**src/hdl/wdog_pkg.sv**
```systemverilog
// register map, field layout, reset values and enumerations of the watchdog
// assumes a 32-bit apb slave at word-aligned offsets
package wdog_pkg;
    localparam logic [11:0] OFS_CTRL    = 12'h000;
    localparam logic [11:0] OFS_PERIOD  = 12'h004;
    localparam logic [11:0] OFS_WINDOW  = 12'h008;
    localparam logic [11:0] OFS_SERVICE = 12'h00c;
    localparam logic [11:0] OFS_COUNT   = 12'h010;
    localparam logic [11:0] OFS_STATUS  = 12'h014;
    localparam logic [11:0] OFS_INT_EN  = 12'h018;
    localparam logic [11:0] OFS_INT_CLR = 12'h01c;

    // ctrl fields
    localparam int CTRL_EN      = 0;
    localparam int CTRL_WIN     = 1;
    localparam int CTRL_LPSTOP  = 2;
    localparam int CTRL_SOFTLK  = 3;
    localparam int CTRL_HARDLK  = 4;
    localparam int CTRL_ACT_LO  = 5;
    localparam int CTRL_ACT_HI  = 6;
    localparam int CTRL_CLK_LO  = 7;
    localparam int CTRL_CLK_HI  = 8;
    localparam int CTRL_W       = 9;
    localparam logic [8:0] CTRL_RST = 9'h001;

    // status fields
    localparam int ST_TIMEOUT   = 0;
    localparam int ST_EARLY     = 1;
    localparam int ST_W         = 2;

    localparam logic [31:0] PERIOD_RST = 32'h0001_f400;
    localparam logic [31:0] WINDOW_RST = 32'h0000_0000;
    localparam logic [31:0] KEY_A      = 32'h0000_a602;
    localparam logic [31:0] KEY_B      = 32'h0000_b480;

    typedef enum logic [1:0] {
        ACT_RESET,
        ACT_IRQ,
        ACT_IRQ_RESET
    } action_t;

    typedef enum logic [1:0] {
        CLK_SYS,
        CLK_XTAL,
        CLK_RC128K
    } clk_src_t;
endpackage

```
**src/hdl/wdog_tick_sel.sv**
```systemverilog
// one-cycle counting enable from the selected clock source
// assumes xtal and rc tick inputs are one-cycle strobes synchronous to clk_i
`timescale 1ns/1ps
module wdog_tick_sel (
    input  wire logic       clk_i,
    input  wire logic       rstn_i,
    input  wire logic [1:0] src_i,
    input  wire logic       xtal_tick_i,
    input  wire logic       rc_tick_i,
    output logic            tick_o
);
    logic next_tick;

    always_comb begin
        case (src_i)
            wdog_pkg::CLK_SYS:    next_tick = 1'b1;
            wdog_pkg::CLK_XTAL:   next_tick = xtal_tick_i;
            wdog_pkg::CLK_RC128K: next_tick = rc_tick_i;
            default:              next_tick = rc_tick_i;
        endcase
    end

    always_ff @(posedge clk_i or negedge rstn_i) begin
        if (!rstn_i) begin
            tick_o <= 1'b0;
        end else begin
            tick_o <= next_tick;
        end
    end
endmodule

```
**src/hdl/wdog_top.sv**
```systemverilog
// windowed software watchdog with apb register access
// assumes apb master on clk_i; tick strobes and low_power_i synchronous to clk_i
//
// The implementer's own choices: the APB interface to the registers and the register addresses.
`timescale 1ns/1ps
module wdog_top (
    input  wire logic        clk_i,
    input  wire logic        rstn_i,
    input  wire logic        psel_i,
    input  wire logic        penable_i,
    input  wire logic        pwrite_i,
    input  wire logic [11:0] paddr_i,
    input  wire logic [31:0] pwdata_i,
    output logic [31:0]      prdata_o,
    output logic             pready_o,
    output logic             pslverr_o,
    input  wire logic        xtal_tick_i,
    input  wire logic        rc_tick_i,
    input  wire logic        low_power_i,
    output logic             irq_o,
    output logic             reset_req_o
);
    logic [wdog_pkg::CTRL_W-1:0] ctrl;
    logic [wdog_pkg::CTRL_W-1:0] next_ctrl;
    logic [31:0]                 period;
    logic [31:0]                 next_period;
    logic [31:0]                 window;
    logic [31:0]                 next_window;
    logic [31:0]                 count;
    logic [31:0]                 next_count;
    logic                        key_half;
    logic                        next_key_half;
    logic                        armed;
    logic                        next_armed;
    logic [wdog_pkg::ST_W-1:0]   status;
    logic [wdog_pkg::ST_W-1:0]   next_status;
    logic [wdog_pkg::ST_W-1:0]   int_en;
    logic [wdog_pkg::ST_W-1:0]   next_int_en;
    logic                        next_irq;
    logic                        next_reset_req;
    logic [31:0]                 next_prdata;
    logic                        next_pready;
    logic                        next_pslverr;

    logic                        tick;
    logic                        setup;
    logic                        wr;
    logic                        locked;
    logic                        mapped;
    logic                        serviced;
    logic                        early;
    logic                        expire;
    logic                        fail;
    logic [1:0]                  action;

    wdog_tick_sel u_tick (
        .clk_i       (clk_i),
        .rstn_i      (rstn_i),
        .src_i       (ctrl[wdog_pkg::CTRL_CLK_HI:wdog_pkg::CTRL_CLK_LO]),
        .xtal_tick_i (xtal_tick_i),
        .rc_tick_i   (rc_tick_i),
        .tick_o      (tick)
    );

    // apb decode: no wait state, answer in first access cycle
    assign setup  = psel_i && !penable_i;
    assign wr     = psel_i && penable_i && pready_o && pwrite_i;
    assign locked = ctrl[wdog_pkg::CTRL_SOFTLK] || ctrl[wdog_pkg::CTRL_HARDLK];
    assign action = ctrl[wdog_pkg::CTRL_ACT_HI:wdog_pkg::CTRL_ACT_LO];

    always_comb begin
        case (paddr_i)
            wdog_pkg::OFS_CTRL,
            wdog_pkg::OFS_PERIOD,
            wdog_pkg::OFS_WINDOW,
            wdog_pkg::OFS_SERVICE,
            wdog_pkg::OFS_COUNT,
            wdog_pkg::OFS_STATUS,
            wdog_pkg::OFS_INT_EN,
            wdog_pkg::OFS_INT_CLR: mapped = 1'b1;
            default:               mapped = 1'b0;
        endcase
    end

    // key sequence: first key then second key
    always_comb begin
        next_key_half = key_half;
        serviced      = 1'b0;
        if (wr && paddr_i == wdog_pkg::OFS_SERVICE) begin
            if (pwdata_i == wdog_pkg::KEY_A) begin
                next_key_half = 1'b1;
            end else if (pwdata_i == wdog_pkg::KEY_B && key_half) begin
                next_key_half = 1'b0;
                serviced      = 1'b1;
            end else begin
                next_key_half = 1'b0;
            end
        end
    end

    // windowed mode: service only accepted once count has fallen to window
    assign early  = serviced && ctrl[wdog_pkg::CTRL_WIN] && (count > window);
    assign expire = ctrl[wdog_pkg::CTRL_EN] && tick && (count == 32'h0000_0000)
                    && !(ctrl[wdog_pkg::CTRL_LPSTOP] && low_power_i);
    assign fail   = expire || early;

    // counter
    always_comb begin
        next_count = count;
        if (!ctrl[wdog_pkg::CTRL_EN]) begin
            next_count = period;
        end else if (serviced || fail) begin
            next_count = period;
        end else if (tick && !(ctrl[wdog_pkg::CTRL_LPSTOP] && low_power_i)) begin
            next_count = count - 32'h0000_0001;
        end
    end

    // response to a failure
    always_comb begin
        next_armed     = armed;
        next_reset_req = reset_req_o;
        next_status    = status;
        if (serviced && !early) begin
            next_armed = 1'b0;
        end
        if (wr && paddr_i == wdog_pkg::OFS_INT_CLR) begin
            next_status = status & ~pwdata_i[wdog_pkg::ST_W-1:0];
        end
        if (fail) begin
            next_status[wdog_pkg::ST_TIMEOUT] = 1'b1;
            if (early) begin
                next_status[wdog_pkg::ST_EARLY] = 1'b1;
            end
            case (action)
                wdog_pkg::ACT_RESET: next_reset_req = 1'b1;
                wdog_pkg::ACT_IRQ:   next_reset_req = 1'b0;
                wdog_pkg::ACT_IRQ_RESET: begin
                    if (armed) begin
                        next_reset_req = 1'b1;
                    end
                    next_armed = 1'b1;
                end
                default: next_reset_req = 1'b1;
            endcase
        end
    end

    assign next_irq = |(next_status & int_en) && (action != wdog_pkg::ACT_RESET);

    // configuration registers behind the locks
    always_comb begin
        next_ctrl   = ctrl;
        next_period = period;
        next_window = window;
        next_int_en = int_en;
        if (wr && paddr_i == wdog_pkg::OFS_CTRL && !ctrl[wdog_pkg::CTRL_HARDLK]) begin
            if (ctrl[wdog_pkg::CTRL_SOFTLK]) begin
                next_ctrl[wdog_pkg::CTRL_SOFTLK] = pwdata_i[wdog_pkg::CTRL_SOFTLK];
            end else begin
                next_ctrl = pwdata_i[wdog_pkg::CTRL_W-1:0];
            end
        end
        if (wr && !locked) begin
            if (paddr_i == wdog_pkg::OFS_PERIOD) begin
                next_period = pwdata_i;
            end
            if (paddr_i == wdog_pkg::OFS_WINDOW) begin
                next_window = pwdata_i;
            end
            if (paddr_i == wdog_pkg::OFS_INT_EN) begin
                next_int_en = pwdata_i[wdog_pkg::ST_W-1:0];
            end
        end
    end

    // read data and answer
    always_comb begin
        next_prdata  = 32'h0000_0000;
        next_pready  = setup;
        next_pslverr = setup && !mapped;
        if (setup && !pwrite_i) begin
            case (paddr_i)
                wdog_pkg::OFS_CTRL:   next_prdata = 32'(ctrl);
                wdog_pkg::OFS_PERIOD: next_prdata = period;
                wdog_pkg::OFS_WINDOW: next_prdata = window;
                wdog_pkg::OFS_COUNT:  next_prdata = count;
                wdog_pkg::OFS_STATUS: next_prdata = 32'(status);
                wdog_pkg::OFS_INT_EN: next_prdata = 32'(int_en);
                default:              next_prdata = 32'h0000_0000;
            endcase
        end
    end

    always_ff @(posedge clk_i or negedge rstn_i) begin
        if (!rstn_i) begin
            ctrl        <= wdog_pkg::CTRL_RST;
            period      <= wdog_pkg::PERIOD_RST;
            window      <= wdog_pkg::WINDOW_RST;
            count       <= wdog_pkg::PERIOD_RST;
            key_half    <= 1'b0;
            armed       <= 1'b0;
            status      <= '0;
            int_en      <= '0;
            irq_o       <= 1'b0;
            reset_req_o <= 1'b0;
            prdata_o    <= 32'h0000_0000;
            pready_o    <= 1'b0;
            pslverr_o   <= 1'b0;
        end else begin
            ctrl        <= next_ctrl;
            period      <= next_period;
            window      <= next_window;
            count       <= next_count;
            key_half    <= next_key_half;
            armed       <= next_armed;
            status      <= next_status;
            int_en      <= next_int_en;
            irq_o       <= next_irq;
            reset_req_o <= next_reset_req;
            prdata_o    <= next_prdata;
            pready_o    <= next_pready;
            pslverr_o   <= next_pslverr;
        end
    end
endmodule

```
**config.mk**
```make
export PLATFORM = sky130hd
export DESIGN_NAME = wdog_top
export DESIGN_NICKNAME = d
export VERILOG_FILES = /design/src/hdl/wdog_pkg.sv /design/src/hdl/wdog_tick_sel.sv /design/src/hdl/wdog_top.sv
export SDC_FILE = /design/constraint.sdc
export NUM_CORES = 1
export LEC_CHECK = 0
export BUFFER_PORTS_ARGS = -buffer_cell sky130_fd_sc_hd__buf_2
export CELL_PAD_IN_SITES_DETAIL_PLACEMENT = 2
export CELL_PAD_IN_SITES_GLOBAL_PLACEMENT = 2
export CORE_AREA = 2 2 96 191
export CTS_BUF_LIST = sky130_fd_sc_hd__clkbuf_4
export CTS_CLUSTER_SIZE = 16
export DETAILED_ROUTE_END_ITERATION = 7
export DIE_AREA = 0 0 98 193
export PLACE_DENSITY_LB_ADDON = 0.1
export SKIP_LAST_GASP = 1
export SYNTH_ARGS = -nofsm -noshare
export SYNTH_HDL_FRONTEND = slang
export SYNTH_SLANG_ARGS = --single-unit
```
**constraint.sdc**
```tcl
create_clock -name clk_i -period 3.6 [get_ports clk_i]
set_clock_uncertainty 0.05 [all_clocks]
set_input_delay 0.36 -clock clk_i [delete_from_list [all_inputs] [get_ports clk_i]]
set_output_delay 0.36 -clock clk_i [all_outputs]
set_load 0.02 [all_outputs]
```
==> results_dict.tcl <==
set metrics [dict create \
    outcome "complete, no violations" \
    ys_ff_latch 148 \
    p_switching_mw 0.743 \
    viasPerCell 5.76 \
    final-seq-area_mm2 0.00372 \
    slew_violations 0 \
    dp_hpwl_um 16100 \
    routed_wl_um 23000 \
    cellPowerDensity_mw_per_mm2 329 \
    start_util 0.422 \
    p_leak_nw 4.22 \
    vias 5893 \
    synth_top_area_frac 0.456 \
    cts.hold.buffers_added 30 \
    first_iter_violations 267 \
    worstHoldPathType "in2reg" \
    grt.overflow.total 0 \
    setup_tns_ns 0 \
    path_delay_family "simple AND/OR/NAND/NOR gates" \
    gp_congestion 0.837 \
    cts_root_buffer "clkbuf_4" \
    synth_edf_count 0 \
    syn_avg_cell_area_um2 11.0 \
    synth_top_flop_cell "dfrtp_1" \
    vdd_drop_max_mv 0.269 \
    crit_chain "or4_1, or4_1, nor3_2, nand2_1, nand3_2, buf_4, o21ai_0" \
    layout-drive-gt1-share 0.293 \
    multi_input_area_mm2 0.00342 \
    syn_nets 757 \
    area_growth_pct 18.1 \
    power_mw 2.88 \
    required_ns 4.00 \
    io_buffers 87 \
    dr.pass1.iters 8 \
    io_pins 88 \
    netlist-cell-type-count 59 \
    post-cts-setup-buffers 0 \
    setup_viol 0 \
    async_flop_share 1.00 \
    cts_resized 0 \
    grt_use_total 0.256 \
    syn-instance-count 672 \
    synthesis.area_mm2 0.00740 \
    grt_max_degree 97 \
    startpoint_type "flip-flop" \
    fillers 1850 \
    switching_share 0.258 \
    holdWs_ns 0.0536 \
    synth_area_leaders "dfrtp_1, mux2_2, ha_1" \
    synth_common_cells "dfrtp_1, mux2_2, nand2_1" \
    worst_setup_path_end_kind "flip-flop" \
    slowest_stage "or4_1" \
    clock_power_share 0.374 \
    ant_nets 0 \
    ys.warnings.count 0 \
    wl_per_cell_um 22.5 \
    clk_path_buf_depth 2 \
    path_common_cell "or4_1" \
    die_h_um 193 \
    path_class "reg2reg" \
    core_area_mm2 0.0175 \
    p_comb_frac 0.047 \
    die_area_mm2 0.0189 \
    worst_ep_arrival_time_ns 3.28 \
    finish.utilization 0.499 \
    synth_most_common_cell "dfrtp_1" \
    path_clk_slew_ns 0.13 \
    clkSinkCount 148 \
    worst_pin_slew_ns 0.919 \
    max-slew-margin-rel 0.388 \
    yosysTopAreaCell "dfrtp_1" \
    synth_seq_area_share 0.503 \
    max_cap_viol_count 0 \
    die_w_um 98 \
    first_global_vias 6673 \
    path_max_fanout 22 \
    drc_errors 0 \
    finalCritPeriodShare 0.801 \
    clkLatencyLatePin_ns 0.57 \
    antenna_found_initial 1 \
    cts_max_level 4 \
    cts_tree "yes" \
    p_seq_frac 0.579 \
    rows 69 \
    slowest_delay_ns 0.63 \
    hold_viol_final 0 \
    grt_pass1_wl_um 37400 \
    finalNetCount 881 \
    finalCriticalPeriod_ns 2.88 \
    worst-path-buf-inv 1 \
    maxClockFrequency_mhz 347 \
    numCtsBuffers 17 \
    rsz0062_at_grt "no" \
    intPower_mw 2.13 \
]
[layout by cell type (no fill, tap or decap), types with 24 or more instances in the layout]
cell type,instances
buf_2,86
nand2_1,59
inv_1,41
a222oi_1,25
dfrtp_1,135
ha_1,33
a21oi_1,24
o21ai_0,40
dlygate4sd3_1,30
nor2_1,35
mux2_2,70
[final timing paths]
path / slack (ns) / from / cells past startpoint / to
hold / removal: 0.05 / pwdata_i[1] / 2 / int_en[1]$_DFFE_PN0P_
setup / recovery: 0.72 / count[26]$_DFFE_PN0P_ / 7 / count[29]$_DFFE_PN0P_
max in group asynchronous: 2.16 / rstn_i / 3 / count[13]$_DFFE_PN1P_
setup reg to reg: 0.72 / count[26]$_DFFE_PN0P_ / 7 / count[29]$_DFFE_PN0P_
min in group asynchronous: 0.41 / rstn_i / 2 / period[26]$_DFFE_PN0P_
hold reg to reg: 0.45 / period[14]$_DFFE_PN1P_ / 2 / count[14]$_DFFE_PN1P_
[power groups by stage]
stage / clock [mW] / sequential [mW] / combinational (mW)
floorplan: 0 / 1.70 / 0.0187
finish: 1.08 / 1.67 / 0.136
global placement: 0 / 1.70 / 0.110
detailed placement: 0 / 1.70 / 0.114
global route: 1.18 / 1.67 / 0.151
CTS: 1.12 / 1.67 / 0.139
[final cells by class]
class / instances / area share
Inverter: 41 / 0.0176
Timing Repair Buffer: 134 / 0.102
Clock buffer: 17 / 0.0146
Sequential cell: 148 / 0.426
Tap cell: 213 / 0.0305
Multi-Input combinational cell: 454 / 0.391
Clock inverter: 15 / 0.0180
Antenna cell: 1 / 0.000286
[registers in the layout (all words and copies together), names as in the netlist, 2 cells and up]
signal / flops
count: 32
period: 32
prdata_o: 32
window: 32
ctrl: 9
int_en: 2
status: 2
[metrics by stage]
| stage | cells | setup slack, ns | instance area, µm² |
|---|---|---|---|
| 2_1_floorplan | 672 | 1.27 | 7400 |
| 3_3_place_gp | 960 | 0.773 | 8150 |
| 3_5_place_dp | 960 | 0.670 | 8150 |
| 4_1_cts | 1022 | 0.698 | 8740 |
| 5_1_grt | 1023 | 0.400 | 8740 |
| 6_report | 1023 | 0.715 | 8740 |
[cell families (layout without fill, tap and decap cells)]
logic type / count (synthesis) / count (layout) / synth area share
AOI/OAI and AO/OA: 127 / 127 / 0.117
xor gates and xnor gates: 31 / 31 / 0.0367
adders and majority gates: 33 / 33 / 0.0558
buffers and inverters: 70 / 207 / 0.0382
DFF: 148 / 148 / 0.503
muxes: 72 / 72 / 0.109
other: 0 / 1 / 0
and+or+nand+nor: 191 / 191 / 0.141
[routing by layer]
metal,track usage,routed length [µm],vias to the layer above
li1,-,-,2702
met1,0.319,9520,3034
met2,0.456,12300,130
met3,0.0310,662,27
met4,0.0962,534,0
met5,0,0,-
Power figures use the tool's default switching activity.
